**src/logic/tscr_regs.svh**
```systemverilog
`ifndef TSCR_REGS_SVH
`define TSCR_REGS_SVH
// Register byte offsets.
`define TSCR_OFS_CONTROL   5'h00
`define TSCR_OFS_RESULT    5'h04
`define TSCR_OFS_THRESHOLD 5'h08
`define TSCR_OFS_IRQ_STAT  5'h0c
`define TSCR_OFS_IRQ_MASK  5'h10
// Result register field positions.
`define TSCR_RES_CHAN_HI   31
`define TSCR_RES_CHAN_LO   28
`define TSCR_RES_DMA_BIT   23
`define TSCR_RES_START_BIT 22
`define TSCR_RES_CNT_HI    15
// Control register field positions.
`define TSCR_CTL_MODE_BIT  0
`define TSCR_CTL_IE_BIT    1
`define TSCR_CTL_EVENT_SOURCE_SELECT_BIT  2
`define TSCR_CTL_END_OF_SCAN_FLAG_BIT  3
`define TSCR_CTL_BUSY_BIT  4
`define TSCR_CTL_PS_LO     8
`define TSCR_CTL_PS_HI     10
`define TSCR_CTL_SCAN_NUMBER_LO   16
`define TSCR_CTL_SCAN_NUMBER_HI   20
`define TSCR_CTL_ECHG_LO   24
`define TSCR_CTL_ECHG_HI   26
`define TSCR_CTL_RCHG_LO   28
`define TSCR_CTL_RCHG_HI   30
// Interrupt status bits.
`define TSCR_IRQ_EOS_BIT   0
`define TSCR_IRQ_OOR_BIT   1
// Reset values.
`define TSCR_RST_WORD      32'h0000_0000
`endif

```
**src/logic/tscr_pkg.sv**
```systemverilog
package tscr_pkg;
   // Scan controller state, one-hot.
   typedef enum logic [3:0] {
      TSCR_IDLE  = 4'h1,
      TSCR_CLEAR = 4'h2,
      TSCR_SCAN  = 4'h4,
      TSCR_DONE  = 4'h8
   } tscr_state_type;

   // Avalon request bundle.
   typedef struct packed {
      logic [4:0]  address;
      logic        read;
      logic        write;
      logic [31:0] writedata;
   } tscr_bus_req_type;

   // Analog setting bundle to the oscillators.
   typedef struct packed {
      logic [3:0] channel;
      logic [2:0] electrode_charge_current;
      logic [2:0] reference_charge_current;
   } tscr_analog_type;
endpackage

```
**src/logic/tscr_top.sv**
```systemverilog
`timescale 1ns/1ps
`include "tscr_regs.svh"
// Overview of operation
// RL1: Four-bit channel select picks one of sixteen.
// RL2: Reserved result bits read zero, ignore writes.
// RL3: DMA select routes event to DMA request.
// RL4: Write-only start bit starts software-mode scan.
// RL5: Read-only sixteen-bit accumulated reference count.
// RL6: Threshold upper half holds writable high limit.
// RL7: Threshold lower half holds writable low limit.
// RL8: Electrode oscillator divided by selectable prescaler.
// RL9: Scan number sets modulus counter maximum.
// RL10: Sample period spans counter zero to maximum.
// RL11: Reference cycles counted during sample period.
// RL12: Electrode charge field selects electrode current.
// RL13: Reference charge field selects reference current.
// RL14: Hardware mode waits for hardware trigger.
// RL15: End-of-scan flag set; write one clears.
// RL16: Scan number gives 1..32 accumulated scans.
// RL17: DMA done clears end-of-scan flag.
// RL18: Result counter cleared at each scan start.
module tscr_top import tscr_pkg::*; #(
   parameter int CNT_W = 16,
   parameter int PS_W  = 3
) (
   // Clock, reset and enable.
   input  wire logic        clock,
   input  wire logic        reset,
   input  wire logic        clock_enable,
   // Avalon-MM slave.
   input  wire logic [4:0]  address,
   input  wire logic        read,
   input  wire logic        write,
   input  wire logic [31:0] writedata,
   output logic [31:0]      readdata,
   output logic             waitrequest,
   // Oscillator and trigger inputs from the analog front end.
   input  wire logic        electrode_osc,
   input  wire logic        reference_osc,
   input  wire logic        hardware_trigger,
   // DMA handshake.
   input  wire logic        dma_done,
   output logic             dma_request,
   // Analog settings and busy level.
   output tscr_analog_type  analog_ff,
   output logic             scan_active,
   // Interrupt.
   output logic             irq
);
   tscr_bus_req_type req;             // Bundled bus request.
   tscr_state_type   state_ff;        // Scan controller state.
   logic [3:0]  channel_select;       // Channel to scan.
   logic        dma_request_select;   // Route events to DMA.
   logic        trigger_mode_select;  // 1 selects hardware trigger.
   logic        sense_irq_enable;     // Event enable.
   logic        event_source_select;  // 1 selects end of scan.
   logic [PS_W-1:0] prescale_select;  // Divider exponent.
   logic [4:0]  scan_number;          // Scans minus one.
   logic [2:0]  electrode_charge_current;
   logic [2:0]  reference_charge_current;
   logic [15:0] high_threshold;       // Wakeup high limit.
   logic [15:0] low_threshold;        // Wakeup low limit.
   logic [CNT_W-1:0] result_count_ff; // Accumulated reference count.
   logic [4:0]  modulus_ff;           // Modulus counter.
   logic        end_of_scan_flag;     // Sticky end of scan.
   logic [1:0]  irq_stat_ff;          // Sticky interrupt status.
   logic [1:0]  irq_mask_ff;          // Interrupt mask.
   logic        ack_ff;               // Bus answer phase.
   logic        elec_sync;            // Synchronised electrode level.
   logic        ref_sync;             // Synchronised reference level.
   logic        trig_sync;            // Synchronised trigger level.
   logic        elec_prev_ff;         // Edge detect history.
   logic        ref_prev_ff;
   logic        trig_prev_ff;
   logic        elec_edge;
   logic        ref_edge;
   logic        trig_edge;
   logic        div_tick;             // Divided electrode tick.
   logic        sw_start;             // Software start pulse.
   logic        scan_start;           // Combined start.
   logic        scan_end;             // Last modulus step reached.
   logic        out_of_range;         // Result outside thresholds.
   logic        bus_wr;
   logic        bus_rd;
   logic        fire_event;           // Selected event occurred.

   assign req = '{address: address, read: read, write: write, writedata: writedata};

   // One wait cycle, then the access completes.
   assign bus_wr = req.write && ack_ff;
   assign bus_rd = req.read && ack_ff;

   // Synchronise the asynchronous analog inputs.
   tscr_sync3 u_sync_elec (
      .clock        (clock),
      .reset        (reset),
      .clock_enable (clock_enable),
      .async_in     (electrode_osc),
      .sync_out     (elec_sync)
   );
   tscr_sync3 u_sync_ref (
      .clock        (clock),
      .reset        (reset),
      .clock_enable (clock_enable),
      .async_in     (reference_osc),
      .sync_out     (ref_sync)
   );
   tscr_sync3 u_sync_trig (
      .clock        (clock),
      .reset        (reset),
      .clock_enable (clock_enable),
      .async_in     (hardware_trigger),
      .sync_out     (trig_sync)
   );

   // Remember last synchronised levels for rising-edge detection.
   always_ff @(posedge clock) begin
      if (reset) begin
         elec_prev_ff <= 1'b0;
         ref_prev_ff  <= 1'b0;
         trig_prev_ff <= 1'b0;
      end else if (clock_enable) begin
         elec_prev_ff <= elec_sync;
         ref_prev_ff  <= ref_sync;
         trig_prev_ff <= trig_sync;
      end
   end

   assign elec_edge = elec_sync && !elec_prev_ff;
   assign ref_edge  = ref_sync && !ref_prev_ff;
   assign trig_edge = trig_sync && !trig_prev_ff;

   // Electrode edges feed the prescaler before the modulus counter.
   tscr_prescaler #(.SEL_W(PS_W)) u_prescaler (
      .clock        (clock),
      .reset        (reset),
      .clock_enable (clock_enable),
      .clear        (state_ff == TSCR_CLEAR),
      .sel          (prescale_select),  // see RL8
      .edge_in      (elec_edge),
      .tick         (div_tick)
   );

   // Only a written one in software mode starts; zero does nothing.
   assign sw_start = bus_wr && req.address == `TSCR_OFS_RESULT
                     && req.writedata[`TSCR_RES_START_BIT]
                     && !trigger_mode_select;  // see RL4
   // Hardware mode waits for the trigger edge.
   assign scan_start = (state_ff == TSCR_IDLE)
                       && (sw_start || (trigger_mode_select && trig_edge));  // see RL14
   assign scan_end = div_tick && (modulus_ff == scan_number);  // see RL9 see RL16

   // Scan controller sequencing.
   always_ff @(posedge clock) begin
      if (reset) begin
         state_ff <= TSCR_IDLE;
      end else if (clock_enable) begin
         case (state_ff)
            TSCR_IDLE: begin
               if (scan_start) begin
                  state_ff <= TSCR_CLEAR;
               end
            end
            TSCR_CLEAR: state_ff <= TSCR_SCAN;
            TSCR_SCAN: begin
               if (scan_end) begin
                  state_ff <= TSCR_DONE;
               end
            end
            TSCR_DONE: state_ff <= TSCR_IDLE;
            default: state_ff <= TSCR_IDLE;
         endcase
      end
   end

   // Modulus counter advances one per divided tick from zero.
   always_ff @(posedge clock) begin
      if (reset) begin
         modulus_ff <= 5'h0;
      end else if (clock_enable) begin
         if (state_ff == TSCR_CLEAR) begin
            modulus_ff <= 5'h0;  // see RL10
         end else if (state_ff == TSCR_SCAN && div_tick) begin
            modulus_ff <= modulus_ff + 5'h1;
         end
      end
   end

   // Reference edges during the sample period accumulate the result.
   // The count saturates rather than wrap, so a huge load is not misread.
   always_ff @(posedge clock) begin
      if (reset) begin
         result_count_ff <= '0;
      end else if (clock_enable) begin
         if (state_ff == TSCR_CLEAR) begin
            result_count_ff <= '0;  // see RL18
         end else if (state_ff == TSCR_SCAN && ref_edge && !(&result_count_ff)) begin
            result_count_ff <= result_count_ff + 1'b1;  // see RL11 see RL5
         end
      end
   end

   // A saturated count is an extreme case and never flags out of range.
   assign out_of_range = !(&result_count_ff)
                         && (result_count_ff > high_threshold
                             || result_count_ff < low_threshold);
   assign fire_event = sense_irq_enable
                       && (event_source_select ? end_of_scan_flag
                                               : irq_stat_ff[`TSCR_IRQ_OOR_BIT]);

   // End-of-scan flag: set wins over write-one clear and DMA done.
   always_ff @(posedge clock) begin
      if (reset) begin
         end_of_scan_flag <= 1'b0;
      end else if (clock_enable) begin
         if (state_ff == TSCR_DONE) begin
            end_of_scan_flag <= 1'b1;  // see RL15
         end else if (bus_wr && req.address == `TSCR_OFS_CONTROL
                      && req.writedata[`TSCR_CTL_END_OF_SCAN_FLAG_BIT]) begin
            end_of_scan_flag <= 1'b0;  // see RL15
         end else if (dma_done && dma_request_select) begin
            end_of_scan_flag <= 1'b0;  // see RL17
         end
      end
   end

   // DMA request follows the selected event when DMA is chosen.
   always_ff @(posedge clock) begin
      if (reset) begin
         dma_request <= 1'b0;
      end else if (clock_enable) begin
         dma_request <= dma_request_select && fire_event && !dma_done;  // see RL3
      end
   end

   // Sticky status; set beats the clear-on-read.
   always_ff @(posedge clock) begin
      if (reset) begin
         irq_stat_ff <= 2'h0;
      end else if (clock_enable) begin
         for (int i = 0; i < 2; i++) begin
            if (state_ff == TSCR_DONE && (i == `TSCR_IRQ_EOS_BIT || out_of_range)) begin
               irq_stat_ff[i] <= 1'b1;
            end else if (bus_rd && req.address == `TSCR_OFS_IRQ_STAT) begin
               irq_stat_ff[i] <= 1'b0;
            end
         end
      end
   end

   // Interrupt is suppressed when DMA is selected.
   always_ff @(posedge clock) begin
      if (reset) begin
         irq <= 1'b0;
      end else if (clock_enable) begin
         irq <= |(irq_stat_ff & irq_mask_ff) && !dma_request_select;  // see RL3
      end
   end

   // Software-writable configuration.
   always_ff @(posedge clock) begin
      if (reset) begin
         channel_select           <= 4'h0;
         dma_request_select       <= 1'b0;
         trigger_mode_select      <= 1'b0;
         sense_irq_enable         <= 1'b0;
         event_source_select      <= 1'b0;
         prescale_select          <= '0;
         scan_number              <= 5'h0;
         electrode_charge_current <= 3'h0;
         reference_charge_current <= 3'h0;
         high_threshold           <= 16'h0;
         low_threshold            <= 16'h0;
         irq_mask_ff              <= 2'h0;
      end else if (clock_enable && bus_wr) begin
         case (req.address)
            `TSCR_OFS_CONTROL: begin
               trigger_mode_select      <= req.writedata[`TSCR_CTL_MODE_BIT];
               sense_irq_enable         <= req.writedata[`TSCR_CTL_IE_BIT];
               event_source_select      <= req.writedata[`TSCR_CTL_EVENT_SOURCE_SELECT_BIT];
               prescale_select          <= req.writedata[`TSCR_CTL_PS_HI:`TSCR_CTL_PS_LO];
               scan_number              <= req.writedata[`TSCR_CTL_SCAN_NUMBER_HI:`TSCR_CTL_SCAN_NUMBER_LO];
               electrode_charge_current <= req.writedata[`TSCR_CTL_ECHG_HI:`TSCR_CTL_ECHG_LO];
               reference_charge_current <= req.writedata[`TSCR_CTL_RCHG_HI:`TSCR_CTL_RCHG_LO];
            end
            `TSCR_OFS_RESULT: begin
               channel_select     <= req.writedata[`TSCR_RES_CHAN_HI:`TSCR_RES_CHAN_LO];
               dma_request_select <= req.writedata[`TSCR_RES_DMA_BIT];  // see RL2
            end
            `TSCR_OFS_THRESHOLD: begin
               high_threshold <= req.writedata[31:16];  // see RL6
               low_threshold  <= req.writedata[15:0];   // see RL7
            end
            `TSCR_OFS_IRQ_MASK: irq_mask_ff <= req.writedata[1:0];
            default: ;
         endcase
      end
   end

   // Analog settings and busy level go out registered.
   always_ff @(posedge clock) begin
      if (reset) begin
         analog_ff   <= '0;
         scan_active <= 1'b0;
      end else if (clock_enable) begin
         analog_ff.channel                  <= channel_select;  // see RL1
         analog_ff.electrode_charge_current <= electrode_charge_current;  // see RL12
         analog_ff.reference_charge_current <= reference_charge_current;  // see RL13
         scan_active <= (state_ff == TSCR_CLEAR) || (state_ff == TSCR_SCAN);
      end
   end

   // Bus answer: one wait cycle, then read data with waitrequest low.
   always_ff @(posedge clock) begin
      if (reset) begin
         ack_ff      <= 1'b0;
         waitrequest <= 1'b1;
         readdata    <= `TSCR_RST_WORD;
      end else if (clock_enable) begin
         ack_ff      <= (req.read || req.write) && !ack_ff;
         waitrequest <= !((req.read || req.write) && !ack_ff);
         readdata    <= `TSCR_RST_WORD;
         if (req.read && !ack_ff) begin
            case (req.address)
               `TSCR_OFS_CONTROL: begin
                  readdata[`TSCR_CTL_MODE_BIT] <= trigger_mode_select;
                  readdata[`TSCR_CTL_IE_BIT]   <= sense_irq_enable;
                  readdata[`TSCR_CTL_EVENT_SOURCE_SELECT_BIT] <= event_source_select;
                  readdata[`TSCR_CTL_END_OF_SCAN_FLAG_BIT] <= end_of_scan_flag;
                  readdata[`TSCR_CTL_BUSY_BIT] <= (state_ff != TSCR_IDLE);
                  readdata[`TSCR_CTL_PS_HI:`TSCR_CTL_PS_LO]     <= prescale_select;
                  readdata[`TSCR_CTL_SCAN_NUMBER_HI:`TSCR_CTL_SCAN_NUMBER_LO] <= scan_number;
                  readdata[`TSCR_CTL_ECHG_HI:`TSCR_CTL_ECHG_LO] <= electrode_charge_current;
                  readdata[`TSCR_CTL_RCHG_HI:`TSCR_CTL_RCHG_LO] <= reference_charge_current;
               end
               // Start bit reads zero; reserved ranges stay zero.
               `TSCR_OFS_RESULT: begin
                  readdata[`TSCR_RES_CHAN_HI:`TSCR_RES_CHAN_LO] <= channel_select;
                  readdata[`TSCR_RES_DMA_BIT]                   <= dma_request_select;
                  readdata[`TSCR_RES_CNT_HI:0]                  <= result_count_ff;  // see RL2
               end
               `TSCR_OFS_THRESHOLD: readdata <= {high_threshold, low_threshold};
               `TSCR_OFS_IRQ_STAT:  readdata[1:0] <= irq_stat_ff;
               `TSCR_OFS_IRQ_MASK:  readdata[1:0] <= irq_mask_ff;
               default: ;  // Unmapped reads return zero.
            endcase
         end
      end
   end
endmodule // tscr_top

```
**src/logic/tscr_sync3.sv**
```systemverilog
`timescale 1ns/1ps
// Three-stage synchroniser; a change counts once stages two and three agree.
module tscr_sync3 import tscr_pkg::*; (
   // Clock and control.
   input  wire logic clock,
   input  wire logic reset,
   input  wire logic clock_enable,
   // Data.
   input  wire logic async_in,
   output logic      sync_out
);
   logic [2:0] stage_ff;  // Stage 0 feeds only stage 1.

   // Shift the raw level in and update the output only on agreement.
   always_ff @(posedge clock) begin
      if (reset) begin
         stage_ff <= 3'h0;
         sync_out <= 1'b0;
      end else if (clock_enable) begin
         stage_ff <= {stage_ff[1:0], async_in};
         if (stage_ff[1] == stage_ff[2]) begin
            sync_out <= stage_ff[2];
         end
      end
   end
endmodule // tscr_sync3

```
**src/logic/tscr_prescaler.sv**
```systemverilog
`timescale 1ns/1ps
// Divides electrode oscillator edges by 2**sel and emits one pulse per period.
module tscr_prescaler import tscr_pkg::*; #(
   parameter int SEL_W = 3
) (
   // Clock and control.
   input  wire logic             clock,
   input  wire logic             reset,
   input  wire logic             clock_enable,
   input  wire logic             clear,
   // Divider setting and input edge.
   input  wire logic [SEL_W-1:0] sel,
   input  wire logic             edge_in,
   output logic                  tick
);
   logic [(1<<SEL_W)-1:0] count_ff;  // Edge counter, wide enough for 128.
   logic [(1<<SEL_W)-1:0] limit;     // Terminal count for the chosen ratio.

   assign limit = (1 << SEL_W)'((1 << sel) - 1);

   // Count input edges; a tick marks reaching the ratio.
   always_ff @(posedge clock) begin
      if (reset || clear) begin
         count_ff <= '0;
         tick     <= 1'b0;
      end else if (clock_enable) begin
         tick <= 1'b0;
         if (edge_in) begin
            if (count_ff == limit) begin
               count_ff <= '0;
               tick     <= 1'b1;
            end else begin
               count_ff <= count_ff + 1'b1;
            end
         end
      end
   end
endmodule // tscr_prescaler

```
**config.mk**
```make
export PLATFORM = sky130hd
export DESIGN_NAME = tscr_top
export DESIGN_NICKNAME = d
export VERILOG_FILES = /design/src/logic/tscr_pkg.sv /design/src/logic/tscr_top.sv /design/src/logic/tscr_sync3.sv /design/src/logic/tscr_prescaler.sv
export VERILOG_INCLUDE_DIRS = /design/src /design/src/logic
export SDC_FILE = /design/constraint.sdc
export NUM_CORES = 1
export LEC_CHECK = 0
export BUFFER_PORTS_ARGS = -buffer_cell sky130_fd_sc_hd__buf_2
export CORE_UTILIZATION = 63
export DETAILED_ROUTE_END_ITERATION = 12
export PLACE_DENSITY_LB_ADDON = 0.12
export RECOVER_POWER = 50
export SETUP_SLACK_MARGIN = 0.4
export SYNTH_ARGS = -nofsm -noshare
export SYNTH_HDL_FRONTEND = slang
export SYNTH_SLANG_ARGS = --single-unit
```
**constraint.sdc**
```tcl
create_clock -name clock -period 4.9 [get_ports clock]
set_input_delay 0.49 -clock clock [delete_from_list [all_inputs] [get_ports clock]]
set_output_delay 0.49 -clock clock [all_outputs]
set_load 0.05 [all_outputs]
```
==> impl_summary.txt, run 1 <==
----------------------------------------------------
[Critical path]
  Critical Path AT ... about 3.7 ns
  Required time of the critical path ... between 5 and 6 ns
  Worst setup path start ... clock_enable
  Startpoint type of the worst setup path ... primary input
  R2R Path Start ... prescale_select[1]
  Kind of critical path ... primary input to flop
  Endpoint class of the critical path ... flop
  Top fanout value on the critical path ... 30

[Power and ir drop]
  Leakage component of the power ... 0.00306 uW
  Power density cells ... 327 mW/mm^2
  Total design power ... 2730 uW
  Largest vdd supply drop ... 0.000491 V

[Floorplan]
  Area enclosed by the die boundary ... 0.0120 mm^2
  Initial standard-cell utilization of the core ... 0.660
  Rows ... 38
  Total I/O pin count ... 92
  Core Area ... ~0.011 mm^2
  Die W ... 110 um
  Vertical die dimension ... 110 um

[Synthesis]
  Post-Synthesis Cells ... between 800 and 900
  Most frequently used flop master after synthesis ... dfxtp_1
  Number of flops mapped to enable cells by yosys ... 0
  Fraction of registers with async set or reset after synthesis ... 0
  Sequential fraction of the synthesis area ... 0.424
  Syn avg cell area ... approximately 8.5 um^2
  Number of synthesized register bits ... 155
  Yosys cell types ... 60
  Syn Nets ... 945
  Synthesis Warnings ... 0
  Syn Std Cell Area ... about 0.0073 mm^2

[STA]
  Unrepaired setup endpoints after global routing ... false
  Final worst clock skew ... 0.00575 ns
  Number of slew-limit violations in the final report ... 31
  Max-slew headroom ... -0.235
  Sum of negative setup slack ... 0 ns
  Highest Clock Rate ... 0.290 GHz
  Least-Margin Pin Slew ... 1.85 ns
  Number of hold violations in the final report ... 0
  Final setup vio count ... 0
  Post-layout minimum cycle time ... 3.45 ns
  Worst hold slack ... 0.301 ns
  Portion of the clock cycle consumed by the worst path in the final layout ... 0.704

[Final layout]
  Post-layout util ... 0.754
  Leading cell type in the layout, fill and taps excluded ... dfxtp_1
  Signed area change from the synthesized netlist to the final layout ... 14.2%
  Share of post-route cells with drive strength above 1 ... 0.103
  Final Net Count ... between 1,000 and 1,500
  Antenna Cells ... 0
  Highest-count cells in the layout ignoring fill and taps ... dfxtp_1, nand2_1, nor2_1

[Drt]
  Total detailed-routing wirelength ... 19,500 um
  Total vias in the final route ... between 6,000 and 7,000
  Count of TritonRoute iterations in the first routing pass ... 7
  DRT antenna net count ... 0
  Detailed-route DRC error count ... 0
  DRC marker count from the first detailed-route iteration ... 646
  Routed via count divided by cell count ... 6.11
  Average wire per cell in the routed design ... between 15 and 20 um

[Clock network]
  Buffer cell driving the clock tree root ... clkbuf_16
  Buffers from clock root to sink, at most ... 2
  Hold bufs inserted after CTS ... 0
  Clock tree from TritonCTS ... built
  Clock buffer count from CTS ... 17
  Clk slew on worst S/H paths ... 0.06 ns
  Clock latency at the later pin of the worst-skew pair ... 0.43 ns
  Post-CTS setup buffer count ... 0
  H-tree level count ... 4
  Number of cells upsized or downsized after cts ... 0
  CTS sink count ... 155

[Global route]
  Global-route wire length before repair ... approximately 31,000 um
  Met3 track demand over resource ... 0.0771
  GR met1 Demand/Resource ... 0.416
  Fraction of met2 tracks used by global routing ... 0.576
  Global routing usage summed across all routing layers ... 0.342
  Remaining global-route overflow ... 0
  Global routing's busiest layer ... met2
  Initial antenna violation count ... 0
  Largest net degree at the start of global routing ... between 80 and 90
  Vias in the first global route ... 6,326

[Worst hold path]
  Type of the worst min-delay path ... primary input to flop
  Worst Min Path Start ... writedata[15]

[Placed design]
  Input/output buffers ... between 90 and 100
  Routability-driven placement congestion ratio ... between 0.9 and 1
  HPWL after DPL ... ~13,000 um

[Run]
  # Max-Cap Violations ... 1

[Run status]
  Outcome ... finished, violations left
  Violated checks ... max-capacitance violations, max-slew violations

----------------------------------------------------
[worst max-delay path, cell delays in order]
cell and delay [ns]:
clkbuf_1 0.29, clkbuf_1 1.38, nand2_1 0.32, nor3b_4 0.31, o31ai_4 0.25, a2111oi_4 0.43, xnor2_1 0.18, nor2_1 0.07
[report_power, final]
part	switching (uW)	internal, uW	leakage (uW)
Combinational	77.5	37.3	0.00151
Clock	515	826	0.000297
Sequential	6.93	1270	0.00125
Total	600	2130	0.00306
[sequential cells by signal, indices dropped and copies added, names as in the netlist, 2 cells and up]
signal,count
electrode_charge_current,3
high_threshold,16
reference_charge_current,3
modulus_ff,5
scan_number,5
u_sync_ref.stage_ff,3
u_prescaler.count_ff,8
u_sync_elec.stage_ff,3
u_sync_trig.stage_ff,3
analog_ff,10
low_threshold,16
prescale_select,3
channel_select,4
irq_mask_ff,2
readdata,32
result_count_ff,16
irq_stat_ff,2
state_ff,4
[per-layer routing]
metal  vias up  share of wire  wire (um)
li1       3134              -          -
met1      3158           0.41       8030
met2       284           0.48       9450
met3        44          0.078       1520
met4         0          0.028        542
met5         -              0          0
[worst paths after layout]
path	end	slack (ns)	cells past startpoint
worst max register to register	u_prescaler.count_ff[7]	2.26	8
worst min register to register	u_sync_ref.sync_out	0.46	2
worst max-delay path	result_count_ff[10]	1.45	8
worst min-delay path	low_threshold[15]	0.30	3
[layout make-up]
class,instances,area (um^2)
multi-input combinational,622,3890
sequential,155,3100
fill,865,2730
clock buffer,21,460
timing repair buffer,99,447
tap,140,175
clock inverter,11,144
inverter,36,135
[kinds of logic (layout without fill, tap and decap cells)]
kind of cell | count (synthesis) | in the layout | synth area share
XOR/XNOR | 35 | 35 | 0.0419
AND/OR/NAND/NOR | 333 | 333 | 0.207
flip-flops | 155 | 155 | 0.424
multiplexers | 42 | 42 | 0.0592
AO/OA/AOI/OAI | 177 | 177 | 0.161
adder cells (fa/ha/maj) | 35 | 35 | 0.0599
buffers and inverters | 87 | 167 | 0.0464
[synth_stat cells, drive strengths merged (2+ instances only)]
master     n  share of area
or3        3         0.0026
a21boi     2         0.0021
or2        2         0.0017
xor2      12          0.014
nand4b     2         0.0024
and4       4         0.0048
a2111oi    2         0.0050
nor2     107          0.055
nor3b      2         0.0036
o32ai      2         0.0024
xnor2     23          0.028
buf       14         0.0089
a222oi    18          0.025
nand2b     5         0.0043
and2       3         0.0026
nand4     18          0.015
o31ai      4         0.0079
inv       35          0.018
a21oi     89          0.064
nor3      11         0.0075
a211oi     2         0.0021
mux2i     41          0.056
and3       5         0.0043
o21ai     21          0.014
o21a       3         0.0031
a22oi     15          0.015
nor2b      7         0.0060
ha        35          0.060
nand3     15          0.010
nor4b      3         0.0074
clkbuf    37          0.019
or4        3         0.0031
dfxtp    155           0.42
nand2    139          0.072
a21o      10          0.010
nand3b     2         0.0021
[through the flow]
step | setup WS [ns] | instance area, um^2 | cells
after floorplan | 2.42 | 7310 | 864
after global placement | 2.31 | 7820 | 1052
after detailed placement | 2.22 | 7820 | 1052
after CTS | 2.29 | 8420 | 1084
after global routing | 1.26 | 8350 | 1084
final | 1.45 | 8350 | 1084
No activity file was read; power rests on OpenSTA's default activity.
==> run 2: changes to the inputs <==
--- a/config.mk
+++ b/config.mk
@@ -7,7 +7,7 @@
 export NUM_CORES = 1
 export LEC_CHECK = 0
 export BUFFER_PORTS_ARGS = -buffer_cell sky130_fd_sc_hd__buf_2
-export CORE_UTILIZATION = 63
+export CORE_UTILIZATION = 58
 export DETAILED_ROUTE_END_ITERATION = 12
 export PLACE_DENSITY_LB_ADDON = 0.12
 export RECOVER_POWER = 50
==> constraint.sdc (replaced) <==
create_clock -name clock -period 3.6 [get_ports clock]
set_input_delay 0.36 -clock clock [delete_from_list [all_inputs] [get_ports clock]]
set_output_delay 0.36 -clock clock [all_outputs]
set_load 0.05 [all_outputs]
==> run 2 against run 1 <==
  * The run still ends with max-capacitance violations, max-slew violations left
  * Worst setup slack worse by 0.91 ns
  * Final area is 0.75% higher
  * Sequential share of layout area is 0.28 points lower
  * Critical path depth is 5 lower
  * Register-to-register slack worse by 1.3 ns
  * Sequential power is 36% higher
  * Critical path type unchanged
  * Highest routed layer unchanged
  * Core utilization is 6.2 points lower
  * Largest power group unchanged
  * Total power is 36% higher
  * Worst hold slack worse by 0.14 ns
==> impl_summary.txt, run 2 (same netlist as run 1, synthesis figures left out) <==
----------------------------------------------------
[Run status]
  Outcome ... finished, violations left
  Violated checks ... max-capacitance violations, max-slew violations

[STA]
  Final setup vio count ... 0 (unchanged)
  Post-layout minimum cycle time ... ~3.1 ns
  Portion of the clock cycle consumed by the worst path in the final layout ... 0.848
  Unrepaired setup endpoints after global routing ... false
  Max-slew headroom ... -0.842 (-0.607)
  Least-Margin Pin Slew ... 2.76 ns (+0.911 ns)
  Number of hold violations in the final report ... 0 (unchanged)
  Number of slew-limit violations in the final report ... 63 (+100%)
  Final worst clock skew ... 0.00987 ns (+0.00412 ns)
  Highest Clock Rate ... ~0.33 GHz
  Post-route worst setup slack ... 0.546 ns (-0.905 ns)
  Sum of negative setup slack ... 0 ns (unchanged)

[Clock network]
  Clock buffer count from CTS ... 17 (unchanged)
  H-tree level count ... 4 (unchanged)
  Clk slew on worst S/H paths ... 0.06 ns (about the same)
  Clock latency at the later pin of the worst-skew pair ... 0.44 ns (about the same)
  Buffers from clock root to sink, at most ... 2 (unchanged)
  Post-CTS setup buffer count ... 0 (unchanged)
  Clock tree from TritonCTS ... built
  CTS sink count ... 155 (unchanged)
  Buffer cell driving the clock tree root ... clkbuf_16
  Hold bufs inserted after CTS ... 0 (unchanged)
  Number of cells upsized or downsized after cts ... 0 (unchanged)

[Placed design]
  Input/output buffers ... 91 (unchanged)
  Post-place instance area ... 0.00788 mm^2 (+0.75%)
  Routability-driven placement congestion ratio ... 0.932 (+2.7%)
  Worst slack, placed ... 1.00 ns (-1.22 ns)
  HPWL after DPL ... 13,600 um (+1.6%)

[Worst hold path]
  Type of the worst min-delay path ... primary input to flop

[Critical path]
  Buffers and inverters on the worst path ... 2 (unchanged)
  Largest delay share family, worst path ... buffers and inverters
  Kind of critical path ... primary input to flop
  List of cells traversed by the critical path ... clkbuf_1, buf_4, o41ai_1
  Critical-path cell with the highest stage delay ... clkbuf_1
  Startpoint type of the worst setup path ... primary input
  Critical Path AT ... 3.35 ns (-0.38 ns)
  Top fanout value on the critical path ... 71 (+140%)
  Required time of the critical path ... 3.89 ns (-1.29 ns)
  Setup slack of the worst register-to-register path ... 0.95 ns (-1.31 ns)
  Endpoint class of the critical path ... flop
  Delay of the slowest cell on the worst path ... 1.91 ns (+0.53 ns)

[Run]
  # Max-Cap Violations ... 1 (unchanged)

[Final layout]
  Post-Layout Inst Area ... 0.00841 mm^2 (+0.75%)
  Highest-count cells in the layout ignoring fill and taps ... dfxtp_1, nand2_1, nor2_1
  FILL cells ... 1,064 (+23%)
  Share of post-route cells with drive strength above 1 ... 0.114 (+0.0112)
  Leading cell type in the layout, fill and taps excluded ... dfxtp_1
  Biggest register ... readdata
  Antenna Cells ... 0 (unchanged)
  Signed area change from the synthesized netlist to the final layout ... 15.1%
  Flip-flop count of the largest register, all copies and words added ... 32 (unchanged)
  Final Net Count ... 1,016 (+0.40%)

[Drt]
  Total detailed-routing wirelength ... 19,400 um (-0.93%)
  Total vias in the final route ... 6,525 (-1.4%)
  DRC marker count from the first detailed-route iteration ... 646 (unchanged)
  Detailed-route DRC error count ... 0 (unchanged)
  Average wire per cell in the routed design ... 17.3 um (-3.8%)
  DRT antenna net count ... 0 (unchanged)
  Routed via count divided by cell count ... 5.85 (-4.3%)
  Count of TritonRoute iterations in the first routing pass ... 6 (-1)

[Floorplan]
  Total I/O pin count ... 92 (unchanged)
  Area enclosed by the die boundary ... 0.0131 mm^2 (+8.5%)
  Vertical die dimension ... 114 um (+4.1%)
  Core Area ... 0.0122 mm^2 (+9.8%)
  Die W ... 114 um (+4.1%)
  Rows ... 40 (+5.3%)
  Initial standard-cell utilization of the core ... 0.601 (-0.0588)

[Power and ir drop]
  Power density cells ... 442 mW/mm^2 (+35%)
  Total design power ... 3710 uW (+36%)
  Clk pwr share ... 0.492 (about the same)
  Leakage component of the power ... 0.00308 uW (+0.81%)
  Seq pwr share ... 0.467 (about the same)
  Largest vdd supply drop ... 0.000453 V (-7.8%)
  Comb pwr share ... 0.041 (about the same)
  Internal power ... 2830 uW (+33%)
  Switching part of the total ... 0.239 (+0.0190)
  NetSw ... 886 uW (+48%)

[Global route]
  Initial antenna violation count ... 0 (unchanged)
  Global routing usage summed across all routing layers ... 0.312 (-0.0302)
  Global-route wire length before repair ... 31,100 um (-0.18%)
  Largest net degree at the start of global routing ... 72 (-13%)
  Vias in the first global route ... 6,054 (-4.3%)
  Remaining global-route overflow ... 0 (unchanged)

----------------------------------------------------
-- run 2: layout make-up --
class                      instances  area [um^2]  share of cell area
multi-input combinational        622         3880               0.461
sequential                       155         3100               0.369
timing repair buffer             103          487              0.0579
clock buffer                      18          439              0.0522
tap                              168          210              0.0250
clock inverter                    14          159              0.0189
inverter                          36          135              0.0161
-- run 2: worst min-delay path, cell delays in order --
cell and delay (ns):
buf_2 0.09, nand2_1 0.04, a21oi_1 0.05
-- run 2: final timing paths --
kind | endpoint | start | cells after the start
min reg2reg | u_sync_ref.sync_out | u_sync_ref.stage_ff[2] | 2
max reg2reg | u_prescaler.count_ff[6] | prescale_select[1] | 8
min | high_threshold[5] | writedata[21] | 3
max | irq_stat_ff[1] | reset | 3
-- run 2: through the flow --
| stage | utilization | instances | hold slack, ns |
|---|---|---|---|
| 2_1_floorplan | - | 864 | 0.436 |
| 3_3_place_gp | 0.648 | 1084 | 0.443 |
| 3_5_place_dp | 0.648 | 1084 | 0.466 |
| 4_1_cts | 0.697 | 1116 | 0.145 |
| 5_1_grt | 0.692 | 1116 | 0.150 |
| 6_report | 0.692 | 1116 | 0.157 |
-- run 2: layer usage --
metal  vias up  routed length, um  GRT usage
li1       3151                  -          -
met1      3120               8710      0.406
met2       231               9010      0.505
met3        23               1270     0.0736
met4         0                357      0.113
met5         -                  0          0
-- run 2: power by group through the flow --
stage,Combinational (uW),Clock (uW),Sequential [uW]
floorplan,89.1,0,1770
global placement,149,0,1770
detailed placement,151,0,1770
CTS,152,1830,1730
global route,167,1920,1730
finish,154,1830,1730
